===== src/ccms_regs.svh =====
// Register offsets, field positions, reset values and codes of the mode selector.
`ifndef CCMS_REGS_SVH
`define CCMS_REGS_SVH

`define CCMS_OFF_MODE_CFG   8'h00
`define CCMS_OFF_STATUS     8'h04
`define CCMS_OFF_TERM_BASE  8'h10

`define CCMS_MODE_CFG_RST   3'h0
`define CCMS_SET_POS        3'h0
`define CCMS_SET_SPD        3'h1
`define CCMS_SET_TRQ        3'h2
`define CCMS_SET_SPD_POS    3'h3
`define CCMS_SET_TRQ_POS    3'h4
`define CCMS_SET_SPD_TRQ    3'h5
`define CCMS_SET_SPT        3'h6
`define CCMS_SET_MAX        3'h6

`define CCMS_FN_NONE        8'h00
`define CCMS_FN_SEL_A       8'h0b
`define CCMS_FN_SEL_B       8'h1a
`define CCMS_FN_TRIG        8'h1b

`define CCMS_ST_MODE_LSB    0
`define CCMS_ST_MODE_MSB    1
`define CCMS_ST_SEL_A_BIT   4
`define CCMS_ST_SEL_B_BIT   5
`define CCMS_ST_TRIG_BIT    6
`define CCMS_CFG_MSB        2
`define CCMS_FN_MSB         7

`define CCMS_RESP_OKAY      2'h0
`define CCMS_RESP_SLVERR    2'h2

`endif


===== src/ccms_pkg.sv =====
// Types shared by the mode selector modules.
package ccms_pkg;

  // Active control loop; order gives position 0, speed 1, torque 2.
  typedef enum logic [1:0] {
    CCMS_POS,
    CCMS_SPD,
    CCMS_TRQ
  } ccms_mode_e;

  typedef logic [2:0] ccms_setting_t;
  typedef logic [7:0] ccms_func_t;

endpackage


===== src/ccms_sel_if.sv =====
// Carrier between the register front end and the mode decoder.
`timescale 1ns/1ps
interface ccms_sel_if;
  import ccms_pkg::*;

  ccms_setting_t setting;
  logic          sel_a;
  logic          sel_b;
  logic          trig;
  ccms_mode_e    mode;

  modport ctl (output setting, output sel_a, output sel_b, output trig, input mode);
  modport dec (input setting, input sel_a, input sel_b, input trig, output mode);
endinterface


===== src/ccms_mode_decoder.sv =====
// Picks the active control loop from the setting and the mode-select levels.
`timescale 1ns/1ps
`include "ccms_regs.svh"
module ccms_mode_decoder
  import ccms_pkg::*;
(
  input wire logic core_clk,
  input wire logic arst_n,
  ccms_sel_if.dec  sel
);

  logic       trig_q_r;
  logic       rise;
  logic       seen_rise_r;
  ccms_mode_e held_r;
  ccms_mode_e held_nxt;
  ccms_mode_e mode_r;
  ccms_mode_e mode_nxt;

  // Two-bit select code of the three-way setting; 11 has no mode.
  function automatic logic code_valid(input logic a, input logic b);
    return !(a && b);
  endfunction

  function automatic ccms_mode_e code_mode(input logic a, input logic b);
    return a ? CCMS_TRQ : (b ? CCMS_POS : CCMS_SPD);
  endfunction

  assign rise = sel.trig && !trig_q_r;

  // Trigger history; cleared at reset so a trigger already high counts as an edge.
  always_ff @(posedge core_clk or negedge arst_n) begin
    if (!arst_n) begin
      trig_q_r <= 1'b0;
    end else begin
      trig_q_r <= sel.trig;
    end
  end

  // The committed three-way mode starts in speed and moves only on a valid edge.
  always_comb begin
    held_nxt = held_r;
    if (sel.setting == `CCMS_SET_SPT && rise && code_valid(sel.sel_a, sel.sel_b)) begin // RULE_04 RULE_07
      held_nxt = code_mode(sel.sel_a, sel.sel_b); // RULE_04
    end
  end

  always_ff @(posedge core_clk or negedge arst_n) begin
    if (!arst_n) begin
      held_r <= CCMS_SPD; // RULE_05
    end else begin
      held_r <= held_nxt;
    end
  end

  // Helper flag for the checks: a commit edge has been seen in the three-way setting.
  always_ff @(posedge core_clk or negedge arst_n) begin
    if (!arst_n) begin
      seen_rise_r <= 1'b0;
    end else if (sel.setting == `CCMS_SET_SPT && rise) begin
      seen_rise_r <= 1'b1;
    end
  end

  // Level-driven pairs follow the select level one edge later, without a trigger; fixed settings ignore it.
  always_comb begin
    unique case (sel.setting)
      `CCMS_SET_POS:     mode_nxt = CCMS_POS; // RULE_01
      `CCMS_SET_SPD:     mode_nxt = CCMS_SPD; // RULE_01
      `CCMS_SET_TRQ:     mode_nxt = CCMS_TRQ; // RULE_01
      `CCMS_SET_SPD_POS: mode_nxt = sel.sel_a ? CCMS_POS : CCMS_SPD; // RULE_03
      `CCMS_SET_TRQ_POS: mode_nxt = sel.sel_a ? CCMS_POS : CCMS_TRQ; // RULE_03
      `CCMS_SET_SPD_TRQ: mode_nxt = sel.sel_a ? CCMS_TRQ : CCMS_SPD; // RULE_03
      `CCMS_SET_SPT:     mode_nxt = held_nxt; // RULE_04
      default:           mode_nxt = CCMS_POS;
    endcase
  end

  always_ff @(posedge core_clk or negedge arst_n) begin
    if (!arst_n) begin
      mode_r <= CCMS_POS;
    end else begin
      mode_r <= mode_nxt;
    end
  end

  assign sel.mode = mode_r;
endmodule


===== src/ccms_top.sv =====
// Combined control mode selector with its AXI4-Lite register front end.
//
// Notes on behaviour
// [RULE_01] Setting codes 0..6, reset value 0.
// [RULE_02] Terminals take functions 0x0B, 0x1A, 0x1B, level-sensed.
// [RULE_03] Settings 3/4/5 follow first select level.
// [RULE_04] Setting 6 decodes selects, applies on trigger rise.
// [RULE_05] Setting 6 starts in speed until first rise.
// [RULE_06] Upper controller drives selects and raises trigger.
// [RULE_07] Select code 11 on commit keeps mode.
`timescale 1ns/1ps
`include "ccms_regs.svh"
module ccms_top
  import ccms_pkg::*;
#(
  parameter int N_TERM = 8,
  parameter int ADDR_W = 8
) (
  input  wire logic              core_clk,
  input  wire logic              arst_n,
  input  wire logic [ADDR_W-1:0] s_axi_awaddr,
  input  wire logic              s_axi_awvalid,
  output logic                   s_axi_awready,
  input  wire logic [31:0]       s_axi_wdata,
  input  wire logic [3:0]        s_axi_wstrb,
  input  wire logic              s_axi_wvalid,
  output logic                   s_axi_wready,
  output logic [1:0]             s_axi_bresp,
  output logic                   s_axi_bvalid,
  input  wire logic              s_axi_bready,
  input  wire logic [ADDR_W-1:0] s_axi_araddr,
  input  wire logic              s_axi_arvalid,
  output logic                   s_axi_arready,
  output logic [31:0]            s_axi_rdata,
  output logic [1:0]             s_axi_rresp,
  output logic                   s_axi_rvalid,
  input  wire logic              s_axi_rready,
  input  wire logic [N_TERM-1:0] term_in,
  output logic [1:0]             active_mode
);

  ccms_setting_t           control_mode_setting_r;
  ccms_func_t              func_r [N_TERM];
  logic                    aw_held_r;
  logic [ADDR_W-1:0]       aw_addr_r;
  logic                    w_held_r;
  logic [31:0]             w_data_r;
  logic [3:0]              w_strb_r;
  logic                    do_write;
  logic                    bvalid_r;
  logic [1:0]              bresp_r;
  logic                    rvalid_r;
  logic [31:0]             rdata_r;
  logic [1:0]              rresp_r;
  logic [N_TERM-1:0]       mask_a;
  logic [N_TERM-1:0]       mask_b;
  logic [N_TERM-1:0]       mask_t;
  logic                    mode_select_a;
  logic                    mode_select_b;
  logic                    mode_commit;

  ccms_sel_if sel ();

  // Terminal slot of a byte address, or N_TERM when the address is no terminal slot.
  function automatic int term_idx(input logic [ADDR_W-1:0] addr);
    int idx;
    idx = N_TERM;
    if (addr >= ADDR_W'(`CCMS_OFF_TERM_BASE) && addr[1:0] == 2'h0) begin
      idx = int'((addr - ADDR_W'(`CCMS_OFF_TERM_BASE)) >> 2);
      if (idx >= N_TERM) begin
        idx = N_TERM;
      end
    end
    return idx;
  endfunction

  // True for any address that answers OKAY.
  function automatic logic addr_mapped(input logic [ADDR_W-1:0] addr);
    return addr == ADDR_W'(`CCMS_OFF_MODE_CFG) || addr == ADDR_W'(`CCMS_OFF_STATUS)
           || term_idx(addr) != N_TERM;
  endfunction

  // Terminals whose assigned function matches the given code.
  function automatic logic [N_TERM-1:0] fn_mask(input ccms_func_t code);
    logic [N_TERM-1:0] m;
    m = '0;
    for (int i = 0; i < N_TERM; i++) begin
      m[i] = (func_r[i] == code);
    end
    return m;
  endfunction

  // Functions are pure levels: any terminal carrying a function asserts it.
  assign mask_a        = fn_mask(`CCMS_FN_SEL_A); // RULE_02
  assign mask_b        = fn_mask(`CCMS_FN_SEL_B); // RULE_02
  assign mask_t        = fn_mask(`CCMS_FN_TRIG); // RULE_02
  assign mode_select_a = |(term_in & mask_a); // RULE_02 RULE_06
  assign mode_select_b = |(term_in & mask_b); // RULE_02 RULE_06
  assign mode_commit   = |(term_in & mask_t); // RULE_02 RULE_06

  assign sel.setting = control_mode_setting_r;
  assign sel.sel_a   = mode_select_a;
  assign sel.sel_b   = mode_select_b;
  assign sel.trig    = mode_commit;
  assign active_mode = sel.mode;

  ccms_mode_decoder u_dec (
    .core_clk (core_clk),
    .arst_n   (arst_n),
    .sel      (sel.dec)
  );

  // Address and data are parked separately so the master may offer them in either order.
  assign s_axi_awready = !aw_held_r && !bvalid_r;
  assign s_axi_wready  = !w_held_r && !bvalid_r;
  assign do_write      = aw_held_r && w_held_r && !bvalid_r;

  always_ff @(posedge core_clk or negedge arst_n) begin
    if (!arst_n) begin
      aw_held_r <= 1'b0;
      aw_addr_r <= '0;
    end else if (s_axi_awvalid && s_axi_awready) begin
      aw_held_r <= 1'b1;
      aw_addr_r <= s_axi_awaddr;
    end else if (do_write) begin
      aw_held_r <= 1'b0;
    end
  end

  always_ff @(posedge core_clk or negedge arst_n) begin
    if (!arst_n) begin
      w_held_r <= 1'b0;
      w_data_r <= '0;
      w_strb_r <= '0;
    end else if (s_axi_wvalid && s_axi_wready) begin
      w_held_r <= 1'b1;
      w_data_r <= s_axi_wdata;
      w_strb_r <= s_axi_wstrb;
    end else if (do_write) begin
      w_held_r <= 1'b0;
    end
  end

  // Write response; only one write is in flight, so a single flag suffices.
  always_ff @(posedge core_clk or negedge arst_n) begin
    if (!arst_n) begin
      bvalid_r <= 1'b0;
      bresp_r  <= `CCMS_RESP_OKAY;
    end else if (do_write) begin
      bvalid_r <= 1'b1;
      bresp_r  <= addr_mapped(aw_addr_r) ? `CCMS_RESP_OKAY : `CCMS_RESP_SLVERR;
    end else if (s_axi_bready) begin
      bvalid_r <= 1'b0;
    end
  end

  assign s_axi_bvalid = bvalid_r;
  assign s_axi_bresp  = bresp_r;

  // Mode setting; codes above six are dropped so the decoder never sees one.
  always_ff @(posedge core_clk or negedge arst_n) begin
    if (!arst_n) begin
      control_mode_setting_r <= `CCMS_MODE_CFG_RST; // RULE_01
    end else if (do_write && w_strb_r[0] && aw_addr_r == ADDR_W'(`CCMS_OFF_MODE_CFG)
                 && w_data_r[`CCMS_CFG_MSB:0] <= `CCMS_SET_MAX) begin
      control_mode_setting_r <= w_data_r[`CCMS_CFG_MSB:0]; // RULE_01
    end
  end

  // Terminal function table, one byte-wide code per terminal.
  always_ff @(posedge core_clk or negedge arst_n) begin
    if (!arst_n) begin
      for (int i = 0; i < N_TERM; i++) begin
        func_r[i] <= `CCMS_FN_NONE;
      end
    end else if (do_write && w_strb_r[0] && term_idx(aw_addr_r) != N_TERM) begin
      func_r[term_idx(aw_addr_r)] <= w_data_r[`CCMS_FN_MSB:0]; // RULE_02
    end
  end

  // Read data; status shows the live loop choice and the sensed function levels.
  always_ff @(posedge core_clk or negedge arst_n) begin
    if (!arst_n) begin
      rvalid_r <= 1'b0;
      rdata_r  <= '0;
      rresp_r  <= `CCMS_RESP_OKAY;
    end else if (s_axi_arvalid && s_axi_arready) begin
      rvalid_r <= 1'b1;
      rdata_r  <= '0;
      rresp_r  <= addr_mapped(s_axi_araddr) ? `CCMS_RESP_OKAY : `CCMS_RESP_SLVERR;
      if (s_axi_araddr == ADDR_W'(`CCMS_OFF_MODE_CFG)) begin
        rdata_r[`CCMS_CFG_MSB:0] <= control_mode_setting_r;
      end else if (s_axi_araddr == ADDR_W'(`CCMS_OFF_STATUS)) begin
        rdata_r[`CCMS_ST_MODE_MSB:`CCMS_ST_MODE_LSB] <= sel.mode;
        rdata_r[`CCMS_ST_SEL_A_BIT] <= mode_select_a;
        rdata_r[`CCMS_ST_SEL_B_BIT] <= mode_select_b;
        rdata_r[`CCMS_ST_TRIG_BIT]  <= mode_commit;
      end else if (term_idx(s_axi_araddr) != N_TERM) begin
        rdata_r[`CCMS_FN_MSB:0] <= func_r[term_idx(s_axi_araddr)];
      end
    end else if (s_axi_rready) begin
      rvalid_r <= 1'b0;
    end
  end

  assign s_axi_arready = !rvalid_r;
  assign s_axi_rvalid  = rvalid_r;
  assign s_axi_rdata   = rdata_r;
  assign s_axi_rresp   = rresp_r;
endmodule


===== config.mk =====
export PLATFORM = sky130hd
export DESIGN_NAME = ccms_top
export DESIGN_NICKNAME = d
export VERILOG_FILES = /design/src/ccms_pkg.sv /design/src/ccms_sel_if.sv /design/src/ccms_mode_decoder.sv /design/src/ccms_top.sv
export VERILOG_INCLUDE_DIRS = /design/src
export SDC_FILE = /design/constraint.sdc
export NUM_CORES = 1
export LEC_CHECK = 0
export BUFFER_PORTS_ARGS = -buffer_cell sky130_fd_sc_hd__buf_2
export CORE_MARGIN = 2
export CORE_UTILIZATION = 45
export DETAILED_ROUTE_END_ITERATION = 16
export GPL_TIMING_DRIVEN = 0
export PLACE_DENSITY = 0.64
export RECOVER_POWER = 50
export SYNTH_ARGS = -nofsm -noshare
export SYNTH_HDL_FRONTEND = slang
export SYNTH_SLANG_ARGS = --single-unit
export TNS_END_PERCENT = 1

===== constraint.sdc =====
create_clock -name core_clk -period 3.1 [get_ports core_clk]
set_input_delay 0.155 -clock core_clk [delete_from_list [all_inputs] [get_ports core_clk]]
set_output_delay 0.155 -clock core_clk [all_outputs]
set_load 0.005 [all_outputs]

=== After elaboration in Yosys (flattened, before gate mapping) ===
Index checks and enable logic that the tools add are counted.

* Add/subtract/negate cells: 2
* Magnitude comparators: 8
* Equality and inequality tests: 36
* Mux-type cells: 43
* Bitwise operators: 5
* Reductions and logical operators: 39

{| class="wikitable"
|+ Operator list
! kind !! number
|-
| two-way mux 32 bit || 11
|-
| equality test 8 x 5 -> 1 bit (second input constant) || 16
|-
| inequality test 32 x 5 -> 1 bit (second input constant) || 4
|-
| two-way mux 30 bit || 3
|-
| bitwise mux 64 bit || 1
|-
| equality test 8 x 4 -> 1 bit (second input constant) || 8
|-
| greater-or-equal comparator 32 x 4 -> 1 bit (second input constant) || 2
|-
| NOT 32 bit || 2
|-
| greater-or-equal comparator 30 x 4 -> 1 bit (second input constant) || 2
|-
| less-than comparator 32 x 1 -> 1 bit (second input constant) || 1
|-
| two-way mux 8 bit || 4
|-
| bitwise AND 8 bit || 3
|-
| binary-select mux 8 bit (select 3 bit) || 1
|-
| demux 8 bit (select 3 bit) || 1
|-
| OR reduction 8 bit || 3
|-
| logical AND 1 bit || 18
|-
| subtractor 8 x 5 -> 9 bit (second input constant) || 2
|-
| equality test 8 x 3 -> 1 bit (second input constant) || 2
|-
| greater-or-equal comparator 8 x 5 -> 1 bit (second input constant) || 2
|-
| zero test 8 bit || 2
|-
| two-way mux 2 bit || 8
|-
| one-hot mux 2 bit (6 select lines) || 1
|-
| two-way mux 1 bit || 10
|-
| equality test 3 bit (second input constant) || 3
|-
| 9 further kinds || 23
|}

* Register bits: 105
* Logic and storage cells: 155

=== Longest topological paths before layout ===
Gate-level depths: netlist of the first run.

* Word-level depth: 19
* Mapped depth: 10
* Mapped depth without buffers: 8

=== Modules after synthesis ===
From an unflattened synthesis of the first run, not the netlist that was laid out.

* Cell total of the unflattened synthesis: 502
* Area total of the unflattened synthesis: 5620.4 um^2

{| class="wikitable"
|+ By module, submodules not included
! module !! times used !! cells an instance !! area each (um^2) !! seq. area each (um^2)
|-
| ccms_top || 1 || 476 || 5348.9 || 2452.4
|-
| ccms_mode_decoder || 1 || 26 || 271.5 || 126.4
|}

=== Worst setup path before layout of the first run ===
No wires, ideal clock.

* Path kind: input-to-reg
* Start: input s_axi_araddr[4]
* End: register rdata_r[0] (netlist: s_axi_rdata[0])
* Library setup time: 0.077 ns
* Data arrival time: 2.269 ns
* Required time: 3.023 ns
* Setup slack: 0.754 ns
* Cell stages on the path: 10
* Path buffers: 2
* Cells stage by stage: clkbuf_1 -> inv_1 -> ha_1 -> nor2_1 -> a31oi_4 -> or3_1 -> buf_6 -> mux2i_1 -> mux4_2 -> o21ai_1

* Cells in the longest elaborated chain, start to end: 15
* Elaborated cells between the ends (all ways): 23

{| class="wikitable"
|+ Ends and longest elaborated chain
! item !! RTL line !! source
|-
| from (decl) || ccms_top.sv:31 || <nowiki>input wire logic [ADDR_W-1:0] s_axi_araddr,</nowiki>
|-
| subtractor 8 x 5 -> 9 bit || ccms_top.sv:69 || <nowiki>idx = int'((addr - ADDR_W'(`CCMS_OFF_TERM_BASE)) >> 2);</nowiki>
|-
| greater-or-equal comparator 30 x 4 -> 1 bit || ccms_top.sv:70 || <nowiki>if (idx >= N_TERM) begin</nowiki>
|-
| two-way mux 30 bit || ccms_top.sv:70 ||
|-
| two-way mux 32 bit || ccms_top.sv:68 || <nowiki>if (addr >= ADDR_W'(`CCMS_OFF_TERM_BASE) && addr[1:0] == 2'h0) begin</nowiki>
|-
| two-way mux 32 bit || ccms_top.sv:198 || <nowiki>end else if (term_idx(s_axi_araddr) != N_TERM) begin</nowiki>
|-
| two-way mux 32 bit || ccms_top.sv:193 || <nowiki>end else if (s_axi_araddr == ADDR_W'(`CCMS_OFF_STATUS)) begin</nowiki>
|-
| two-way mux 32 bit || ccms_top.sv:191 || <nowiki>if (s_axi_araddr == ADDR_W'(`CCMS_OFF_MODE_CFG)) begin</nowiki>
|-
| two-way mux 32 bit || ccms_top.sv:187 || <nowiki>end else if (s_axi_arvalid && s_axi_arready) begin</nowiki>
|-
| NOT 32 bit (not written as such) || ccms_top.sv:199 || <nowiki>rdata_r[`CCMS_FN_MSB:0] <= func_r[term_idx(s_axi_araddr)];</nowiki>
|-
| binary-select mux 8 bit (select 3 bit) || ccms_top.sv:199 ||
|-
| two-way mux 8 bit (not written as such) (2 in a row) || ccms_top.sv:199 ||
|-
| two-way mux 8 bit || ccms_top.sv:198 ||
|-
| two-way mux 2 bit || ccms_top.sv:193 ||
|-
| two-way mux 3 bit * || ccms_top.sv:191 ||
|-
| to (signal, indexed assignment) || ccms_top.sv:192 || <nowiki>rdata_r[`CCMS_CFG_MSB:0] <= control_mode_setting_r;</nowiki>
|-
| to (signal, indexed assignment) || ccms_top.sv:194 || <nowiki>rdata_r[`CCMS_ST_MODE_MSB:`CCMS_ST_MODE_LSB] <= sel.mode;</nowiki>
|-
| to (signal, indexed assignment) || ccms_top.sv:199 ||
|-
| to (decl) || ccms_top.sv:53 || <nowiki>logic [31:0] rdata_r;</nowiki>
|}

Mark *: on every way between the ends. The rest lies on a longest branch, timed or not. The select of a mux whose other input is x is not followed.
A chain may end at the register's enable or synchronous reset.

=== Worst setup path after layout of the first run ===
* Start: input s_axi_araddr[4]
* End: register rdata_r[3] (netlist: s_axi_rdata[3])

* Cells in the longest elaborated chain, start to end: 15
* Elaborated cells between the ends (all ways): 23

{| class="wikitable"
|+ Ends and longest elaborated chain
! item !! RTL line
|-
| subtractor 8 x 5 -> 9 bit || ccms_top.sv:69
|-
| greater-or-equal comparator 30 x 4 -> 1 bit || ccms_top.sv:70
|-
| two-way mux 30 bit || ccms_top.sv:70
|-
| two-way mux 32 bit || ccms_top.sv:68
|-
| two-way mux 32 bit || ccms_top.sv:198
|-
| two-way mux 32 bit || ccms_top.sv:193
|-
| two-way mux 32 bit || ccms_top.sv:191
|-
| two-way mux 32 bit || ccms_top.sv:187
|-
| NOT 32 bit (not written as such) || ccms_top.sv:199
|-
| binary-select mux 8 bit (select 3 bit) || ccms_top.sv:199
|-
| two-way mux 8 bit (not written as such) (2 in a row) || ccms_top.sv:199
|-
| two-way mux 8 bit || ccms_top.sv:198
|-
| two-way mux 2 bit || ccms_top.sv:193
|-
| two-way mux 5 bit * || ccms_top.sv:191
|}

Marks and branches as above.

==> results_dict.tcl, run 1 <==
set metrics [dict create \
    status "complete, but fails checks" \
    violations "capacitance limit, slew limit" \
    ys_seq_area_frac 0.457 \
    drtAntennaViolNets 0 \
    grt_usage 0.221 \
    synth_top_family_by_area "multiplexers" \
    gp_congestion 0.919 \
    holdPathEnd "aw_addr_r[5]$_DFFE_PN0P_" \
    synth_compound_area_frac 0.0918 \
    r2r.worst_path.cells 9 \
    crit_top_cell "mux2i_1" \
    synth_adder_area_share 0.0151 \
    antenna_cells 0 \
    clkPwrFrac 0.286 \
    ys.flop_type "dfrtp_1" \
    clock_path_buffers 2 \
    yosys.area_share.simple 0.159 \
    nNetsFinal 661 \
    multi_input_area_mm2 0.00284 \
    synth_edf_count 0 \
    hold_viol 0 \
    drv_slew 35 \
    drc 0 \
    path_clk_slew_ns 0.07 \
    cp.required_ns 3.33 \
    route.met2.wl_mm 6.46 \
    synth_cell_types 63 \
    avgSynthCellArea_um2 11.5 \
    worstReg2RegEnd "func_r[44]$_DFFE_PN0P_" \
    drive_above_1_share 0.349 \
    cts_tree "done" \
    synth_warnings 0 \
    cp.arrival_ns 2.84 \
    hold_depth 3 \
    min_from "s_axi_awaddr[5]" \
    drt_iter0_drc 403 \
    crit_chain "buf_2 -> clkbuf_1 -> inv_1 -> ha_1 -> nor2_1 -> a31oi_4 -> nor3_2 -> mux2i_1 -> mux2i_1 -> a221o_1" \
    min_path_type "primary input to register" \
    synthArstFlopShare 1.00 \
    clock_latency_ns 0.35 \
    area_growth_pct 16.6 \
    finalInstanceArea_mm2 0.00658 \
    pwr_density_cell_mw_per_mm2 612 \
    layout_worst_path_cycle_share 0.842 \
    tightest_slew_ns 1.93 \
    totalWireLength_mm 14.0 \
    antenna_found_initial 0 \
    final.setup.tns_ns 0 \
    via_per_inst 5.60 \
    path_max_fanout 10 \
    cts_hold_buffers 3 \
    synth_xor_area_frac 0 \
    dieHeight_um 116 \
    slew_headroom -0.288 \
    dp_hpwl_mm 10.6 \
    p_comb_frac 0.225 \
    clock_sinks 103 \
    port_buffers 56 \
    internal_power_mw 2.69 \
    p_seq_frac 0.489 \
    reg2reg_slack_ns 0.50 \
    chipWidth_um 116 \
    die-area_mm2 0.0135 \
    grt_max_degree 70 \
    setup_violations 0 \
    cts-root-buf "clkbuf_16" \
    r2r-start "aw_addr_r[4]$_DFFE_PN0P_" \
    leakage_nw 3.13 \
    switching_share 0.332 \
    syn_area_mm2 0.00564 \
    cpMaxStageDelayCell "nor3_2" \
    overflow 0 \
    top_layer_used "met4" \
    cts_setup_buffers 0 \
    dr_wl_met3_mm 1.08 \
    drv_cap 1 \
    rsz0062_at_grt "false" \
    dpl_cell_area_mm2 0.00626 \
    p_sw_mw 1.34 \
    pin_count 110 \
    grt_pass1_vias 4075 \
    wl_met1_mm 6.24 \
    cp-start-kind "primary input" \
    cpPeakStageDelay_ns 0.63 \
    start_util 0.466 \
    htreeDepth 3 \
    rows 40 \
    post-route-util 0.543 \
    coreArea_mm2 0.0121 \
    syn_inst 492 \
    dr.pass1.iters 5 \
    critical_path_class "primary input to register" \
    worstSetupEndpointType "register" \
    muxShareOfSynthArea 0.220 \
    cts_buffers 9 \
    ys_ff_latch 103 \
    finClkSkew_ns 0.00836 \
    min_period_ns 2.61 \
    ir_worst_vdd_v 0.000517 \
    grt_pass1_wl_mm 22.3 \
    cts-resized-gates 0 \
    wl_per_cell_um 18.4 \
    fillers 1092 \
    fmax_mhz 383 \
    seq_area_mm2 0.00258 \
    via_count 4264 \
]
synthesized netlist by cell type, types with 5 or more instances:
cell / number / area, um^2
inv_1: 11 / 41.3
nor2_1: 21 / 78.8
nand4b_1: 5 / 43.8
buf_2: 6 / 30.0
mux2i_1: 17 / 170
or3_1: 6 / 37.5
clkbuf_1: 9 / 33.8
nand3_1: 14 / 70.1
buf_4: 26 / 195
o31ai_1: 6 / 45.0
and4b_1: 7 / 70.1
nor2b_1: 7 / 43.8
nor4b_1: 5 / 43.8
o21ai_0: 14 / 70.1
mux4_2: 5 / 113
and2_1: 5 / 31.3
mux2_2: 85 / 957
or2_2: 6 / 37.5
dfrtp_1: 102 / 2550
nand3b_1: 5 / 37.5
nand4_1: 7 / 43.8
a21oi_1: 15 / 75.1
ha_1: 6 / 75.1
nand2_1: 25 / 93.8
nand2b_1: 5 / 31.3
nor4_1: 5 / 31.3
layout make-up:
| cell class | instances | share of cell area |
|---|---|---|
| repair buffers | 60 | 0.0502 |
| well taps | 168 | 0.0319 |
| inverters | 11 | 0.00627 |
| plain buffers | 44 | 0.0422 |
| clock inverters | 7 | 0.0118 |
| flip-flops and latches | 103 | 0.392 |
| clock buffers | 9 | 0.0342 |
| multi-input cells | 359 | 0.432 |
cells in the final DEF, fill, tap and decap left out, drive strengths merged, types with 7 or more instances in the layout:
| master | count |
|---|---|
| a21oi | 15 |
| and4b | 7 |
| buf | 86 |
| clkbuf | 24 |
| conb | 26 |
| dfrtp | 102 |
| inv | 14 |
| mux2 | 85 |
| mux2i | 17 |
| nand2 | 25 |
| nand3 | 14 |
| nand4 | 7 |
| nor2 | 24 |
| nor2b | 7 |
| o21ai | 16 |
| or3 | 7 |
worst max-delay path by stage:
stage | start | end | slack, ns
CTS | aw_addr_r[4]$_DFFE_PN0P_ | func_r[44]$_DFFE_PN0P_ | 0.50
finish | s_axi_araddr[4] | s_axi_rdata[3]$_DFFE_PN0P_ | 0.49
floorplan | s_axi_araddr[4] | s_axi_rdata[0]$_DFFE_PN0P_ | 0.75
global placement | s_axi_araddr[4] | s_axi_rdata[7]$_DFFE_PN0P_ | 0.24
global route | aw_addr_r[4]$_DFFE_PN0P_ | func_r[41]$_DFFE_PN0P_ | 0.31
detailed placement | s_axi_araddr[4] | s_axi_rdata[3]$_DFFE_PN0P_ | 0.21
state kept, by name, indices dropped and copies added (netlist names):
| signal | cells |
|---|---|
| func_r | 64 |
| aw_addr_r | 8 |
| s_axi_rdata | 8 |
| w_data_r | 8 |
| control_mode_setting_r | 3 |
| u_dec.held_r | 2 |
| u_dec.sel.mode | 2 |
| aw_held_r | 1 |
| s_axi_bresp | 1 |
| s_axi_bvalid | 1 |
| s_axi_rresp | 1 |
| s_axi_rvalid | 1 |
| u_dec.trig_q_r | 1 |
| w_held_r | 1 |
| w_strb_r | 1 |
through the flow:
| stage | hold WS, ns | power [mW] | cells | setup slack, ns |
|---|---|---|---|---|
| 5_1_grt | 0.0232 | 4.27 | 761 | 0.310 |
| 2_1_floorplan | -0.141 | 2.48 | 517 | 0.754 |
| 3_3_place_gp | 0.338 | 2.85 | 741 | 0.237 |
| 6_report | 0.00852 | 4.03 | 761 | 0.491 |
| 4_1_cts | 0.00439 | 4.05 | 761 | 0.498 |
| 3_5_place_dp | 0.140 | 2.89 | 742 | 0.208 |
worst max-delay path: cells and delay by family:
| kind | cells | cell delay, ns |
|---|---|---|
| and+or+nand+nor | 2 | 0.81 |
| buffers and inverters | 3 | 0.74 |
| AOI/OAI and AO/OA | 2 | 0.48 |
| muxes | 2 | 0.40 |
| adders and majority gates | 1 | 0.25 |
metal layers:
layer / up-vias / track usage
met5: - / 0
met4: 0 / 0.0651
met3: 21 / 0.0507
met2: 165 / 0.345
met1: 2094 / 0.310
li1: 1984 / -
cells by family after synthesis:
kind of cell               after synthesis
and+or+nand+nor                        148
AOI/OAI and AO/OA                       71
muxes                                  107
DFF                                    103
other                                    1
buffers and inverters                   55
adders and majority gates                7
power groups by stage:
stage	logic, mW	clock network [mW]	registers (mW)
6_report	0.905	1.15	1.97
4_1_cts	0.912	1.18	1.96
5_1_grt	1.01	1.24	2.02
2_1_floorplan	0.644	0	1.83
3_3_place_gp	0.871	0	1.98
3_5_place_dp	0.904	0	1.99
No activity file was read; power rests on OpenSTA's default activity.
==> run 2, diff against run 1 <==
--- a/config.mk
+++ b/config.mk
@@ -11,7 +11,7 @@
 export CORE_UTILIZATION = 45
 export DETAILED_ROUTE_END_ITERATION = 16
 export GPL_TIMING_DRIVEN = 0
-export PLACE_DENSITY = 0.64
+export PLACE_DENSITY = 0.67
 export RECOVER_POWER = 50
 export SYNTH_ARGS = -nofsm -noshare
 export SYNTH_HDL_FRONTEND = slang
==> constraint.sdc (replaced) <==
create_clock -name core_clk -period 2.1 [get_ports core_clk]
set_input_delay 0.105 -clock core_clk [delete_from_list [all_inputs] [get_ports core_clk]]
set_output_delay 0.105 -clock core_clk [all_outputs]
set_load 0.005 [all_outputs]
==> run 2 against run 1 <==
Compared with the run above:
- the run ends with setup timing left
- register-to-register slack worse by 0.56 ns
- cell count is 2.6% higher
- core utilization is 2.9 points higher
- total power grew 52%
- flip-flop and latch count is the same
- die area is the same
- worst setup slack got worse by 0.55 ns
- clock power increased by 46%
- critical endpoint is now func_r[5]$_DFFE_PN0P_
- highest routed layer unchanged
==> results_dict.tcl, run 2 (synthesis results as in run 1) <==
set metrics [dict create \
    cp.required_ns 2.34 \
    dp_hpwl_mm 10.6 \
    htreeDepth 3 \
    drtAntennaViolNets 0 \
    leakage_nw 3.26 \
    slew_headroom 0.183 \
    via_count 4391 \
    post-route-util 0.573 \
    chipWidth_um 116 \
    finClkSkew_ns 0.00666 \
    min_period_ns 2.16 \
    grt_pass1_vias 4269 \
    clock_latency_ns 0.36 \
    rows 40 \
    overflow 0 \
    drc 0 \
    wl_per_cell_um 18.9 \
    p_total_mw 6.13 \
    die-area_mm2 0.0135 \
    coreArea_mm2 0.0121 \
    multi_input_area_mm2 0.00297 \
    worstSetupEndpointType "register" \
    fmax_mhz 463 \
    totalWireLength_mm 14.8 \
    grt_max_degree 57 \
    cts-root-buf "clkbuf_16" \
    path_max_fanout 8 \
    clock_sinks 103 \
    start_util 0.466 \
    hold_viol 0 \
    antenna_cells 0 \
    setup_violations 47 \
    fillers 1043 \
    largest_reg_flops 64 \
    dr.pass1.iters 4 \
    cts_buffers 9 \
    pwr_density_cell_mw_per_mm2 884 \
    status "complete, but fails checks" \
    setup_ws_ns -0.0615 \
    grt_usage 0.230 \
    gp_congestion 0.914 \
    min_path_type "primary input to register" \
    final_common_cell "dfrtp_1" \
    drive_above_1_share 0.374 \
    antenna_found_initial 0 \
    seq_area_mm2 0.00258 \
    ir_worst_vdd_v 0.000786 \
    pin_count 110 \
    area_growth_pct 22.9 \
    critical_path_class "register to register" \
    violations "setup timing" \
    place_ws_ns -0.615 \
    drt_iter0_drc 288 \
    top_register "func_r" \
    path_clk_slew_ns 0.07 \
    cp.arrival_ns 2.40 \
    grt_pass1_wl_mm 23.2 \
    rsz0062_at_grt "true" \
    clock_path_buffers 2 \
    cts_tree "done" \
    port_buffers 56 \
    final_cell_mix "dfrtp_1, mux2_2, buf_2" \
    drv_cap 0 \
    drv_slew 0 \
    via_per_inst 5.62 \
    cp-start-kind "register" \
    dieHeight_um 116 \
    nNetsFinal 682 \
    layout_worst_path_cycle_share 1.03 \
    tightest_slew_ns 1.23 \
]
-- run 2: changes by cell type in the layout (fill, tap and decap cells not counted), moves of 3 or more --
cell           previous run  this run
inv_1                    11         8
buf_2                    56        48
mux2_4                    0         3
buf_4                    26        31
mux2_2                   85        82
buf_6                     1         6
dlygate4sd3_1             3        20
nor2_4                    0         3
-- run 2: worst max-delay path, stage by stage, from the launching register on --
cell and delay, ns:
dfrtp_2 0.44, inv_4 0.09, ha_4 0.16, nand3b_1 0.13, a221oi_4 0.32, nand2_2 0.15, or3_4 0.35, buf_6 0.15
mux2_2 0.27
-- run 2: metrics by stage --
step           TNS, ns  hold slack, ns  cell area [um^2]  cells
2_1_floorplan   -0.233          -0.191              5750    517
3_3_place_gp    -32.65           0.289              6240    741
3_5_place_dp    -17.16           0.170              6270    742
4_1_cts          -3.22         0.00817              6850    780
5_1_grt          -6.38          0.0340              6940    781
6_report         -1.60          0.0157              6940    781
-- run 2: path summary, 6_finish.rpt --
check	from	end	slack, ns	cells past startpoint
max in group asynchronous	arst_n	aw_addr_r[4]$_DFFE_PN0P_	0.45	3
worst min register to register	s_axi_rdata[5]$_DFFE_PN0P_	s_axi_rdata[5]$_DFFE_PN0P_	0.47	2
worst max register to register	aw_addr_r[4]$_DFFE_PN0P_	func_r[5]$_DFFE_PN0P_	-0.06	8
worst min-delay path	s_axi_awvalid	aw_held_r$_DFFE_PN0P_	0.02	3
min in group asynchronous	arst_n	s_axi_rdata[7]$_DFFE_PN0P_	0.53	2
worst max-delay path	aw_addr_r[4]$_DFFE_PN0P_	func_r[5]$_DFFE_PN0P_	-0.06	8
-- run 2: per-layer routing --
layer / track usage / vias up / part of all wire
met1: 0.319 / 2200 / 0.45
met5: 0 / - / 0
met2: 0.366 / 153 / 0.48
met4: 0.0825 / 0 / 0.016
li1: - / 2022 / -
met3: 0.0387 / 16 / 0.056
-- run 2: layout make-up --
class | instances | area share
inverters | 11 | 0.00631
well taps | 168 | 0.0303
multi-input cells | 359 | 0.428
plain buffers | 41 | 0.0409
clock buffers | 10 | 0.0330
clock inverters | 5 | 0.00830
repair buffers | 84 | 0.0815
flip-flops and latches | 103 | 0.372
-- run 2: power by group --
group          switching (mW)  total, mW  internal [mW]  leakage [nW]
clock                   0.755       1.68          0.921         0.143
sequential              0.535       2.91           2.38          1.38
combinational           0.780       1.55          0.768          1.73
total                    2.07       6.13           4.06          3.26
-- run 2: timing repair --
item / in CTS / in global routing
hold buffers: 20 / 0
endpoints found under the setup margin: 72 / 74
endpoints found under the hold margin: 66 / 0
pin swaps: 5 / 7
resized for setup: 15 / 24
setup buffers: 5 / 2
